**src/rtl/csq_map.vh**
```
// timing constants and encodings for the core store access sequencer
`ifndef CSQ_MAP_VH
`define CSQ_MAP_VH
// clock rate in kHz, so that ns times convert to cycles without overflow
`define CSQ_CLK_KHZ        50000
// delays after phase pulses, in ns
`define CSQ_SENSE_DLY_NS   2300
`define CSQ_INHIB_DLY_NS   600
`define CSQ_ENOFF_DLY_NS   600
`define CSQ_RECOV_DLY_NS   2000
// phase pulse spacing (own choice), in ns
`define CSQ_PHASE_GAP_NS   1000
// phase counter values
`define CSQ_PH_IDLE        3'h0
`define CSQ_PH_1           3'h1
`define CSQ_PH_2           3'h2
`define CSQ_PH_3           3'h3
`define CSQ_PH_4           3'h4
// subcommand codes
`define CSQ_CMD_READ       2'h0
`define CSQ_CMD_WR_FULL    2'h1
`define CSQ_CMD_WR_LOW     2'h2
`define CSQ_CMD_WR_MID     2'h3
// field group masks: bit0 = 0-14, bit1 = 15-29, bit2 = 30-35
`define CSQ_FLD_NONE       3'h0
`define CSQ_FLD_ALL        3'h7
`define CSQ_FLD_LOW        3'h1
`define CSQ_FLD_MID        3'h2
`endif

```
**src/rtl/csq_delay.v**
```verilog
// one-shot delay counter used for the fixed delays after phase pulses
`timescale 1ns/1ns
module csq_delay #(
  parameter [11:0] COUNT = 12'h001
) (
  clk,
  nrst,
  start,
  done
);
  input  wire clk;
  input  wire nrst;
  input  wire start;
  output reg  done;

  reg [11:0] cnt_r;
  reg        run_r;

  // ------------------------------------------------------------
  // counter
  // ------------------------------------------------------------
  // a restart while running reloads the count
  always @(posedge clk or negedge nrst) begin
    if (!nrst) begin
      cnt_r <= 12'h000;
      run_r <= 1'b0;
      done  <= 1'b0;
    end else begin
      done <= 1'b0;
      if (start) begin
        cnt_r <= COUNT - 12'h001;
        run_r <= 1'b1;
      end else if (run_r) begin
        if (cnt_r == 12'h000) begin
          run_r <= 1'b0;
          done  <= 1'b1;
        end else begin
          cnt_r <= cnt_r - 12'h001;
        end
      end
    end
  end
endmodule

```
**src/rtl/csq_sequencer.v**
```verilog
// core store access sequencer: phase counter, drive strobes, resume, recovery
`timescale 1ns/1ns
`include "csq_map.vh"
// Function
// - first phase pulse: counter to 1, set recovery wait and drive enable
// - second phase pulse: counter to 2, set monitor intensity and read pulse
// - third phase pulse: counter to 3, end read pulse
// - delay after second pulse: strobe sensed word, sample read/restore gates
// - short delay after third pulse: set inhibit/disturb enable
// - fourth pulse: counter to 4, begin write pulse, issue core resume
// - fifth pulse: counter to 0, end write, clear input, monitor, inhibit flags
// - short delay after fifth pulse: clear drive enable
// - subcommand during recovery waits for a delay before starting
// - mid-field partial write sets only mid write/restore flag on first pulse
// - partial write restores unwritten fields from sensed data
// - any write samples write gates for all fields at third pulse
// - full write sets all three write/restore flags on first pulse
// - fifth pulse of write clears its write/restore flags
// - partial write drives write current only for selected field
module csq_sequencer (
  clk,
  nrst,
  cmd_valid,
  cmd_code,
  cmd_ready,
  core_sense,
  write_data,
  core_phase_counter,
  core_phase_pulse,
  recovery_wait_flag,
  drive_enable_flag,
  monitor_intensity_flag,
  read_pulse_flag,
  inhibit_disturb_enable_flag,
  write_pulse_flag,
  write_restore_flags,
  write_current,
  write_gate_strobe,
  sense_strobe,
  input_reg_clear,
  exchange_reg,
  core_drive_word,
  core_resume
);
  input  wire        clk;
  input  wire        nrst;
  input  wire        cmd_valid;
  input  wire [1:0]  cmd_code;
  output wire        cmd_ready;
  input  wire [35:0] core_sense;
  input  wire [35:0] write_data;
  output reg  [2:0]  core_phase_counter;
  output reg         core_phase_pulse;
  output reg         recovery_wait_flag;
  output reg         drive_enable_flag;
  output reg         monitor_intensity_flag;
  output reg         read_pulse_flag;
  output reg         inhibit_disturb_enable_flag;
  output reg         write_pulse_flag;
  output reg  [2:0]  write_restore_flags;
  output reg  [2:0]  write_current;
  output reg         write_gate_strobe;
  output reg         sense_strobe;
  output reg         input_reg_clear;
  output reg  [35:0] exchange_reg;
  output reg  [35:0] core_drive_word;
  output reg         core_resume;

  // ------------------------------------------------------------
  // delay counts
  // ------------------------------------------------------------
  // least times round up to whole cycles
  localparam integer SENSE_N = (`CSQ_SENSE_DLY_NS * `CSQ_CLK_KHZ + 999999) / 1000000;
  localparam integer INHIB_N = (`CSQ_INHIB_DLY_NS * `CSQ_CLK_KHZ + 999999) / 1000000;
  localparam integer ENOFF_N = (`CSQ_ENOFF_DLY_NS * `CSQ_CLK_KHZ + 999999) / 1000000;
  localparam integer RECOV_N = (`CSQ_RECOV_DLY_NS * `CSQ_CLK_KHZ + 999999) / 1000000;
  localparam integer GAP_N   = (`CSQ_PHASE_GAP_NS * `CSQ_CLK_KHZ + 999999) / 1000000;
  localparam [11:0]  SENSE_CYC = SENSE_N[11:0];
  localparam [11:0]  INHIB_CYC = INHIB_N[11:0];
  localparam [11:0]  ENOFF_CYC = ENOFF_N[11:0];
  localparam [11:0]  RECOV_CYC = RECOV_N[11:0];
  localparam [11:0]  GAP_CYC   = GAP_N[11:0];

  // one-hot states
  localparam [2:0] ST_IDLE = 3'h1;
  localparam [2:0] ST_HOLD = 3'h2;
  localparam [2:0] ST_RUN  = 3'h4;

  reg  [2:0]  state_r;
  reg  [1:0]  pend_code_r;
  reg         pend_r;
  reg  [1:0]  code_r;
  reg  [11:0] gap_r;
  reg  [2:0]  pulse_idx_r;
  reg         hold_start_r;
  reg         late_r;
  wire        d_sense;
  wire        d_inhib;
  wire        d_enoff;
  wire        d_recov;
  wire        d_hold;
  wire        p0;
  wire        p1;
  wire        p2;
  wire        p3;
  wire        p4;
  wire        is_write;

  // field mask selected by a subcommand
  function [2:0] fld_mask;
    input [1:0] code;
    begin
      case (code)
        `CSQ_CMD_WR_FULL: fld_mask = `CSQ_FLD_ALL;
        `CSQ_CMD_WR_LOW:  fld_mask = `CSQ_FLD_LOW;
        `CSQ_CMD_WR_MID:  fld_mask = `CSQ_FLD_MID;
        default:          fld_mask = `CSQ_FLD_NONE;
      endcase
    end
  endfunction

  // ------------------------------------------------------------
  // acceptance
  // ------------------------------------------------------------
  // the request is held pending whenever the sequencer is busy
  assign cmd_ready = !pend_r;
  assign is_write  = (code_r != `CSQ_CMD_READ);
  assign p0 = core_phase_pulse && (pulse_idx_r == 3'h0);
  assign p1 = core_phase_pulse && (pulse_idx_r == 3'h1);
  assign p2 = core_phase_pulse && (pulse_idx_r == 3'h2);
  assign p3 = core_phase_pulse && (pulse_idx_r == 3'h3);
  assign p4 = core_phase_pulse && (pulse_idx_r == 3'h4);

  csq_delay #(.COUNT(SENSE_CYC)) u_sense (.clk(clk), .nrst(nrst), .start(p1), .done(d_sense));
  csq_delay #(.COUNT(INHIB_CYC)) u_inhib (.clk(clk), .nrst(nrst), .start(p2), .done(d_inhib));
  csq_delay #(.COUNT(ENOFF_CYC)) u_enoff (.clk(clk), .nrst(nrst), .start(p4), .done(d_enoff));
  csq_delay #(.COUNT(RECOV_CYC)) u_recov (.clk(clk), .nrst(nrst), .start(p4), .done(d_recov));
  csq_delay #(.COUNT(RECOV_CYC)) u_hold  (.clk(clk), .nrst(nrst), .start(hold_start_r),
                                         .done(d_hold));

  // ------------------------------------------------------------
  // control state machine and phase pulse generator
  // ------------------------------------------------------------
  // a request that meets a busy sequencer waits out recovery plus an extra delay
  always @(posedge clk or negedge nrst) begin
    if (!nrst) begin
      state_r          <= ST_IDLE;
      pend_r           <= 1'b0;
      pend_code_r      <= `CSQ_CMD_READ;
      code_r           <= `CSQ_CMD_READ;
      gap_r            <= 12'h000;
      pulse_idx_r      <= 3'h0;
      core_phase_pulse <= 1'b0;
      hold_start_r     <= 1'b0;
      late_r           <= 1'b0;
    end else begin
      core_phase_pulse <= 1'b0;
      hold_start_r     <= 1'b0;
      // a request standing while recovery runs, or as it ends, earns the extra delay
      if (cmd_valid && recovery_wait_flag) begin
        late_r <= 1'b1;
      end
      if (cmd_valid && cmd_ready) begin
        pend_r      <= 1'b1;
        pend_code_r <= cmd_code;
      end
      case (state_r)
        ST_IDLE: begin
          if (pend_r && late_r) begin
            late_r       <= 1'b0;
            hold_start_r <= 1'b1;
            state_r      <= ST_HOLD;
          end else if (pend_r) begin
            code_r           <= pend_code_r;
            pulse_idx_r      <= 3'h0;
            gap_r            <= GAP_CYC;
            core_phase_pulse <= 1'b1;
            state_r          <= ST_RUN;
          end
        end
        ST_RUN: begin
          if (gap_r != 12'h000) begin
            gap_r <= gap_r - 12'h001;
          end else if (pulse_idx_r != 3'h4) begin
            pulse_idx_r      <= pulse_idx_r + 3'h1;
            gap_r            <= GAP_CYC;
            core_phase_pulse <= 1'b1;
          end else if (d_recov || !recovery_wait_flag) begin
            pend_r  <= 1'b0;
            state_r <= ST_IDLE;
          end
        end
        ST_HOLD: begin
          if (d_hold) begin
            state_r <= ST_IDLE;
          end
        end
        default: state_r <= ST_IDLE;
      endcase
    end
  end

  // ------------------------------------------------------------
  // phase counter and drive flags
  // ------------------------------------------------------------
  always @(posedge clk or negedge nrst) begin
    if (!nrst) begin
      core_phase_counter          <= `CSQ_PH_IDLE;
      recovery_wait_flag          <= 1'b0;
      drive_enable_flag           <= 1'b0;
      monitor_intensity_flag      <= 1'b0;
      read_pulse_flag             <= 1'b0;
      inhibit_disturb_enable_flag <= 1'b0;
      write_pulse_flag            <= 1'b0;
      write_restore_flags         <= `CSQ_FLD_NONE;
      write_current               <= `CSQ_FLD_NONE;
      input_reg_clear             <= 1'b0;
      core_resume                 <= 1'b0;
    end else begin
      input_reg_clear <= p4;
      core_resume     <= p3;
      if (p0) begin
        core_phase_counter  <= `CSQ_PH_1;
        recovery_wait_flag  <= 1'b1;
        drive_enable_flag   <= 1'b1;
        write_restore_flags <= fld_mask(code_r);
      end
      if (p1) begin
        core_phase_counter     <= `CSQ_PH_2;
        monitor_intensity_flag <= 1'b1;
        read_pulse_flag        <= 1'b1;
      end
      if (p2) begin
        core_phase_counter <= `CSQ_PH_3;
        read_pulse_flag    <= 1'b0;
      end
      if (d_inhib) begin
        inhibit_disturb_enable_flag <= 1'b1;
      end
      if (p3) begin
        core_phase_counter <= `CSQ_PH_4;
        write_pulse_flag   <= 1'b1;
        // write current on the selected groups for a write, on all groups for a read
        write_current      <= is_write ? write_restore_flags : `CSQ_FLD_ALL;
      end
      if (p4) begin
        core_phase_counter          <= `CSQ_PH_IDLE;
        write_pulse_flag            <= 1'b0;
        write_current               <= `CSQ_FLD_NONE;
        monitor_intensity_flag      <= 1'b0;
        inhibit_disturb_enable_flag <= 1'b0;
        write_restore_flags         <= `CSQ_FLD_NONE;
      end
      if (d_enoff) begin
        drive_enable_flag <= 1'b0;
      end
      if (d_recov) begin
        recovery_wait_flag <= 1'b0;
      end
    end
  end

  // ------------------------------------------------------------
  // data path: sense strobe, write gates, restore merge
  // ------------------------------------------------------------
  // groups not written keep the sensed value, which is what restores them
  always @(posedge clk or negedge nrst) begin
    if (!nrst) begin
      exchange_reg      <= 36'h000000000;
      core_drive_word   <= 36'h000000000;
      sense_strobe      <= 1'b0;
      write_gate_strobe <= 1'b0;
    end else begin
      sense_strobe      <= d_sense;
      write_gate_strobe <= p2 && is_write;
      if (p2 && is_write) begin
        core_drive_word <= write_data;
      end
      if (d_sense) begin
        exchange_reg <= core_sense;
        if (!is_write) begin
          core_drive_word <= core_sense;
        end else begin
          if (!write_restore_flags[0]) core_drive_word[14:0]  <= core_sense[14:0];
          if (!write_restore_flags[1]) core_drive_word[29:15] <= core_sense[29:15];
          if (!write_restore_flags[2]) core_drive_word[35:30] <= core_sense[35:30];
        end
      end
    end
  end
endmodule

```
**config.mk**
```make
export PLATFORM = sky130hd
export DESIGN_NAME = csq_sequencer
export DESIGN_NICKNAME = d
export VERILOG_FILES = /design/src/rtl/csq_delay.v /design/src/rtl/csq_sequencer.v
export VERILOG_INCLUDE_DIRS = /design/src /design/src/rtl
export SDC_FILE = /design/constraint.sdc
export NUM_CORES = 1
export LEC_CHECK = 0
export ABC_AREA = 0
export CORE_ASPECT_RATIO = 1.5
export CORE_MARGIN = 2
export CORE_UTILIZATION = 40
export CTS_CLUSTER_DIAMETER = 40
export CTS_CLUSTER_SIZE = 28
export DETAILED_ROUTE_END_ITERATION = 6
export DONT_BUFFER_PORTS = 1
export PLACE_DENSITY = 0.52
export SKIP_CTS_REPAIR_TIMING = 1
export SYNTH_ARGS = -nofsm -noshare
export SYNTH_HDL_FRONTEND = slang
export SYNTH_SLANG_ARGS = --single-unit
```
**constraint.sdc**
```tcl
create_clock -name clk -period 2.41 [get_ports clk]
set_input_delay 0.482 -clock clk [delete_from_list [all_inputs] [get_ports clk]]
set_output_delay 0.482 -clock clk [all_outputs]
set_load 0.01 [all_outputs]
```
# Yosys cells after proc, flatten, opt, wreduce, memory -nomap -nowiden
# Cells that the tools add are included.
[classes]
addsub = 7
n_eq_ne = 25
n_mux = 104
n_bitwise = 1
n_reduce_logical = 43
[ops]
columns = ["operator", "n"]
rows = [
  ["two-way mux 12 bit", 19],
  ["two-way mux 36 bit", 3],
  ["subtractor 12 x 1 -> 12 bit, second input constant", 6],
  ["zero test 12 bit", 5],
  ["two-way mux 3 bit", 20],
  ["two-way mux 1 bit", 54],
  ["two-way mux 15 bit", 2],
  ["nonzero test 2 bit", 14],
  ["one-hot mux 12 bit (2 select lines)", 1],
  ["inequality test 2 bit, second input constant", 11],
  ["one-hot mux 3 bit (3 select lines)", 2],
  ["nonzero test 12 bit", 1],
  ["AND reduction 2 bit", 5],
  ["AND reduction 5 bit", 2],
  ["equality test 3 x 2 -> 1 bit, second input constant", 3],
  ["logical AND 1 bit", 9],
  ["inequality test 3 bit, second input constant", 3],
  ["equality test 3 x 1 -> 1 bit, second input constant", 2],
  ["equality test 3 bit, second input constant", 2],
  ["two-way mux 6 bit", 1],
  ["one-hot mux 3 bit (2 select lines)", 1],
  ["nonzero test 5 bit", 1],
  ["equality test 2 bit, second input constant", 2],
  ["AND reduction 4 bit", 1],
  ["9 further kinds", 10],
]
[word_totals]
ff_bits = 187
inputBits = 77
output_inout_bits = 93
wordCells = 219

# Logic depth before layout (Yosys ltp)
# Gate-level depths: netlist (run 1).
[logic_depth]
depth_word = 7
ltp_mapped = 7
ltp_nobuf = 7

# Cells and area by module
# A second synthesis (run 1) with hierarchy kept.
[unflattened]
hier_cells = 834
hier_area_um2 = 9032.4
[by_module_without_submodules]
columns = ["module", "instances", "cells_per_inst", "area_per_inst_um2", "seq_area_each_um2"]
rows = [
  ["csq_sequencer", 1, 455, 5217.5, 2929.1],
  ["csq_delay (u_enoff ...)", 2, 74, 782.0, 350.3],
  ["csq_delay (u_hold ...)", 2, 77, 750.7, 350.3],
  ["csq_delay (u_sense)", 1, 77, 749.5, 350.3],
]

# Least setup slack after synthesis (run 1)
# Ideal clock, no wire load.
[synth_path]
path_kind = "register to register"
startpoint = "register gap_r[0]"
endpoint = "register pulse_idx_r[2]"
setup_time_ps = 125
arrival_time_ps = 2046
t_required_ps = 2285
slack_ps = 240
path_stages_with_launch = 8
path_buffers = 0
period_less_slack_ps = 2170
path_cell_list = "dfrtp_1 -> inv_1 -> ha_1 -> or4b_1 -> nor3_2 -> a31oi_1 -> inv_2 -> mux2_2"
[synth_via]
elab_chain_cells = 3
[synth_lines]
columns = ["item", "line", "rtl"]
rows = [
  ["start: declaration", "csq_sequencer.v:93", "reg [11:0] gap_r;"],
  ["start signal: assignment", "csq_sequencer.v:183", "gap_r <= gap_r - 12'h001;"],
  ["nonzero test 12 bit", "csq_sequencer.v:182", "if (gap_r != 12'h000) begin"],
  ["inequality test 2 bit (no source line)", "n/a", ""],
  ["AND reduction 5 bit (no source line)", "n/a", ""],
  ["end signal: assignment", "csq_sequencer.v:185", "pulse_idx_r <= pulse_idx_r + 3'h1;"],
  ["end: declaration", "csq_sequencer.v:94", "reg [2:0] pulse_idx_r;"],
]
# No other way between the ends.
# A chain may end at the register's enable or synchronous reset.

# Final worst setup path (run 1)
[layout_path]
startpoint = "register gap_r[0]"
endpoint = "register pulse_idx_r[1]"
# The elaborated chain is that of the path after synthesis.

==> results of run 1 <==
==> per-layer routing <==
layer / track usage / wire length [microns] / up-vias / share of wire
met5: 0 / 0 / - / 0
met1: 0.190 / 7650 / 3163 / 0.37
li1: - / - / 3008 / -
met4: 0.0756 / 445 / 0 / 0.022
met3: 0.0546 / 1490 / 30 / 0.073
met2: 0.315 / 10900 / 209 / 0.53
==> where the power goes <==
group	switching [mW]	leakage (nW)	internal (mW)	total (mW)
clock network	1.19	0.280	1.60	2.79
logic	1.09	1.67	0.956	2.04
registers	1.01	2.39	3.98	4.99
==> worst max-delay path, stage by stage (launching register included) <==
cell	delay, ps
dfrtp_1	400
inv_1	110
ha_1	150
or4b_1	540
nor3_2	320
a31oi_1	220
inv_2	100
buf_4	180
mux2i_1	190
==> worst paths after layout <==
path                       slack (ps)  depth (start not counted)                             to
hold reg to reg                   410                          1  drive_enable_flag$_DFFE_PN0P_
min in group clk                  190                          2               late_r$_DFF_PN0_
max in group asynchronous        2360                          0         state_r[0]$_DFFE_PN1P_
hold / removal                   -250                          0   u_recov.cnt_r[7]$_DFFE_PN0P_
setup reg to reg                  120                          8     pulse_idx_r[1]$_DFFE_PN0P_
setup / recovery                  120                          8     pulse_idx_r[1]$_DFFE_PN0P_
==> final cells by class <==
cell class	count	area, sq um
Inverter	30	113
Fill cell	2005	11800
Sequential cell	187	4680
Clock inverter	10	119
Timing Repair Buffer	20	175
Tap cell	272	340
Clock buffer	20	467
Multi-Input combinational cell	580	3900
==> cell usage in the layout, fill, tap and decap left out, drive strengths merged, types with 3 or more instances in the layout <==
cell      Yosys  layout
clkinvlp      0       3
nor4b         3       3
a31oi         8       8
clkinv        0       5
clkbuf       22      20
xnor2         7       7
dfrtp       186     186
o41ai         6       6
a41o          3       3
o31ai        23      23
o211ai        5       5
or4          26      26
xor2          3       3
nor2         92      92
nand2        46      46
or2           7       7
ha           20      20
nor3b         5       5
o21ai        31      31
nand3b        7       7
nor2b         3       3
buf          10      20
and3          6       6
mux2         41      41
nand3        15      15
o22ai         3       3
nor3         16      16
nand2b        7       7
inv          30      30
or4b          5       5
nor4          8       8
mux2i        42      42
or3          28      28
or3b          7       7
a21oi        81      81
==> cells by family (layout without fill, tap and decap cells) <==
family	count (synthesis)	after routing
fa+ha+maj	20	20
xor+xnor	10	10
buf+inv	62	80
simple gates	292	292
compound gates	175	175
mux	83	83
flops	187	187
==> metrics by stage <==
step,setup WS (ps),cells,instance area (sq um),hold slack (ps),total power [mW]
floorplan,240,829,8820,186,6.40
CTS,133,1119,9790,-282,9.96
global placement,201,1089,9210,192,7.02
global route,20.7,1119,9790,-277,10.4
detailed placement,139,1089,9210,194,7.13
finish,122,1119,9790,-247,9.82
==> reports/results.txt, run 1 <==
antenna-violating nets left: 0
Final min period: 2290 ps
Post-Route Skew: 9.92 ps
# DRC: 0
Die Y: 186 microns
largest family of logic cells by synthesized area: simple AND/OR/NAND/NOR gates
number of port buffers: 0
Synth area leaders: dfrtp_1 (53%), mux2_2 (5.2%), mux2i_1 (4.8%), a21oi_1 (4.6%), nor2_1 (3.9%)
status: finished, violations left
max-slew violations: 0
Hold WS: -247 ps
GRT Overall Usage: 0.175
first-pass GRT wire length: 32900 microns
Core ar.: 21600 sq um
die area: 23300 sq um
row count: 66
Setup TNS Final: 0 ps
WP data arrival: 2640 ps
final setup violation count: 0
utilization after layout: 0.453
vias in the first global route: 6477
largest net degree at the start of global routing: 188
asr flop ratio synth: 1.00
Compound-Gate Fraction of Synth Area: 0.122
CP startpoint: gap_r[0]$_DFFE_PN0P_
gr ovfl total: 0
chip width: 125 microns
clk buf depth: 2
Synth top area share: 0.528
number of synthesized flops with an enable pin: 0
simple-gate share of the synthesized area: 0.180
period utilization: 0.949
Syn-to-layout area delta: 11.0%
initial antenna violation count: 0
Max IR drop VDD: 0.000497 V
wire per inst: 18.3 microns
GP Congestion: 0.812
H-tree levels: 4
DR iter-0 viols: 275
Hold Vio Cnt, Final: 186
leakage: 4.35 nW
Worst Hold Class: in -> async
final wirelength: 20400 microns
Vias: 6410
Worst Path Max Fanout: 9
Num CTS Buffers: 17
register bit total from synthesis: 187
Clock Root Buffer: clkbuf_16
failing checks: hold timing
mux contribution to synthesized area: 0.100
Mapped Cells: 829
Setup CP Type: reg -> reg
max cap viols: 0
Mapped Area: 8820 sq um
worst slew pin tran: 619 ps
Mean Syn Cell Area: 10.6 sq um
Synth Area in Adders: 0.0284
Synth Flop Type: dfrtp_1
drt pass-1 iters: 7
Ant. Diodes: 0
Final #Nets: 933
PD cells: 1000 nW/um^2
Initial Util: 0.408
CTS tree: done
Fmax: 437 MHz
Post-DP HPWL: 14700 microns
unrepaired setup endpoints after global routing: false
clk slew on worst S/H paths: 70 ps
post-DR vias/cell: 5.73
clock sink count: 187
critical path data required time: 2760 ps
Seq/Total Area, Yosys: 0.530
Ports: 170
syn_nets: 926
yosys warns: 0
clk_lat worst skew: 430 ps
Slew headroom: 0.587
synth unique cells: 67
count leader, synth: dfrtp_1
Synth Area in XOR/XNOR: 0.00993
share of layout cells above drive strength 1: 0.144
Critical Path Source Type: flop
cell taking the most area after synthesis: dfrtp_1
Critical R2R Launch: gap_r[0]$_DFFE_PN0P_
Post-synth top cells: dfrtp_1 (186), nor2_1 (91), a21oi_1 (81)
CP endpoint kind: flop
Power figures use the tool's default switching activity.
==> inputs of run 2 (changes only) <==
--- a/config.mk
+++ b/config.mk
@@ -9,12 +9,13 @@
 export ABC_AREA = 0
 export CORE_ASPECT_RATIO = 1.5
 export CORE_MARGIN = 2
-export CORE_UTILIZATION = 40
+export CORE_UTILIZATION = 64
 export CTS_CLUSTER_DIAMETER = 40
 export CTS_CLUSTER_SIZE = 28
 export DETAILED_ROUTE_END_ITERATION = 6
 export DONT_BUFFER_PORTS = 1
-export PLACE_DENSITY = 0.52
+export GPL_TIMING_DRIVEN = 0
+export PLACE_DENSITY = 0.89
 export SKIP_CTS_REPAIR_TIMING = 1
 export SYNTH_ARGS = -nofsm -noshare
 export SYNTH_HDL_FRONTEND = slang
==> reports/results.txt, run 2 (synthesized netlist as in run 1, its figures left out) <==
largest net degree at the start of global routing: 188 (unchanged)
vias in the first global route: 6501 (+0.37%)
Seq pwr share: 0.505 (-0.003)
first-pass GRT wire length: 32200 microns (-2.1%)
status: finished, violations left
clk_lat worst skew: 440 ps (about the same)
clk slew on worst S/H paths: 80 ps (about the same)
chip width: 99.9 microns (-20%)
Hold Vio Cnt, Final: 186 (unchanged)
commonest non-fill, non-tap cell in the layout: dfrtp_1
post-DR vias/cell: 6.47 (+13%)
most frequent cells in the layout: dfrtp_1 (186), nor2_1 (91), a21oi_1 (81)
Met3 Wirelength: 1680 microns (+13%)
CP Cell Sequence: inv_1 -> ha_1 -> or4b_4 -> nor3_4 -> a31oi_1 -> inv_2 -> mux2_2
Post-Route Skew: 15.2 ps (+5.26 ps)
CTS tree: done
period utilization: 0.973 (+0.0233)
number of port buffers: 0 (unchanged)
post-route insts no fill: 1030 (-8.0%)
Max IR drop VDD: 0.000555 V (+12%)
gr ovfl total: 0 (unchanged)
die area: 14800 sq um (-37%)
WP data arrival: 2650 ps (about the same)
PD cells: 1020 nW/um^2 (+1.9%)
Bufs and invs on worst path: 2 (-1)
max cap viols: 0 (unchanged)
unrepaired setup endpoints after global routing: false
failing checks: hold timing
Final Cell Area: 9730 sq um (-0.63%)
clock sink count: 187 (unchanged)
drt pass-1 iters: 5 (-2)
critical path data required time: 2720 ps (-40 ps)
Slew headroom: 0.532 (-0.0541)
row count: 52 (-21%)
Die Y: 148 microns (-20%)
Syn-to-layout area delta: 10.3%
GRT Overall Usage: 0.277 (+0.102)
DR iter-0 viols: 504 (+83%)
Core ar.: 13500 sq um (-38%)
share of total power in the clock network: 0.286 (+0.002)
max-slew violations: 0 (unchanged)
Int Power: 6.45 mW (-1.4%)
Setup CP Type: reg -> reg
Total Power: 9.95 mW (+1.3%)
Critical Path Source Type: flop
Area after DPL: 9030 sq um (-2.0%)
wire per inst: 19.8 microns (+8.4%)
Worst Hold Class: in -> async
final setup violation count: 0 (unchanged)
Final min period: 2340 ps (+56.1 ps)
DR WL met2: 10500 microns (-3.3%)
NetSw: 3.50 mW (+6.6%)
placed instance count: 991 (-9.0%)
antenna-violating nets left: 0 (unchanged)
worst slew pin tran: 692 ps (+72.4 ps)
Hold WS: -267 ps (-20.0 ps)
CP max stage delay: 510 ps (-30 ps)
Initial Util: 0.655 (+0.247)
wl on met1: 7520 microns (-1.6%)
uppermost layer routed: met5
Sw Ratio: 0.352 (+0.0176)
share of layout cells above drive strength 1: 0.137 (-0.00678)
H-tree levels: 4 (unchanged)
GP Congestion: 0.897 (+10%)
clk buf depth: 2 (unchanged)
Ports: 170 (unchanged)
Num CTS Buffers: 17 (unchanged)
CP top delay family: simple AND/OR/NAND/NOR gates
CP endpoint kind: flop
Vias: 6667 (+4.0%)
Final #Nets: 951 (+1.9%)
leakage: 4.37 nW (+0.47%)
Worst Path Max Fanout: 9 (unchanged)
Post-DP HPWL: 14400 microns (-2.1%)
Clock Root Buffer: clkbuf_16
final wirelength: 20400 microns (-0.19%)
initial antenna violation count: 4 (+4)
# DRC: 0 (unchanged)
logic gate share of total power: 0.209 (about the same)
slowest stage cell, crit path: or4b_4
Fmax: 427 MHz (-2.4%)
run 2: worst paths after layout:
path / depth (start not counted) / startpoint / endpoint / slack, ps
setup reg to reg: 7 / gap_r[0]$_DFFE_PN0P_ / pulse_idx_r[2]$_DFFE_PN0P_ / 70
hold / removal: 0 / nrst / u_recov.cnt_r[7]$_DFFE_PN0P_ / -270
min in group clk: 1 / core_sense[6] / exchange_reg[6]$_DFFE_PN0P_ / 190
setup / recovery: 7 / gap_r[0]$_DFFE_PN0P_ / pulse_idx_r[2]$_DFFE_PN0P_ / 70
max in group asynchronous: 0 / nrst / u_recov.cnt_r[5]$_DFFE_PN0P_ / 2240
hold reg to reg: 1 / u_enoff.done$_DFF_PN0_ / drive_enable_flag$_DFFE_PN0P_ / 400
run 2: metal layers:
layer  track usage  up-vias
met5             0        -
met4         0.128        6
met3        0.0913       47
met2         0.474      255
met1         0.312     3289
li1              -     3070
run 2: power by group through the flow:
stage | sequential, mW | clock [mW] | combinational (mW)
floorplan | 4.79 | 0 | 1.61
global placement | 5.00 | 0 | 1.86
global route | 5.13 | 3.02 | 2.32
finish | 5.03 | 2.85 | 2.08
CTS | 5.00 | 2.89 | 1.97
detailed placement | 5.04 | 0 | 1.95
run 2: layout make-up:
| class | count | area, sq um |
|---|---|---|
| inverter | 30 | 113 |
| sequential | 187 | 4680 |
| clock inverter | 15 | 194 |
| tap | 162 | 203 |
| clock buffer | 17 | 425 |
| fill | 904 | 3730 |
| timing repair buffer | 6 | 45.0 |
| buffer | 32 | 146 |
| multi-input combinational | 580 | 3920 |
| antenna | 1 | 2.50 |
run 2: per-stage QoR:
step	utilization	hold WS, ps	setup slack (ps)	setup TNS (ps)
floorplan	-	186	240	0
global placement	0.670	189	-10.9	-10.9
detailed placement	0.670	189	-51.9	-51.9
CTS	0.716	-280	-110	-110
global route	0.723	-282	19.3	0
finish	0.723	-267	65.7	0
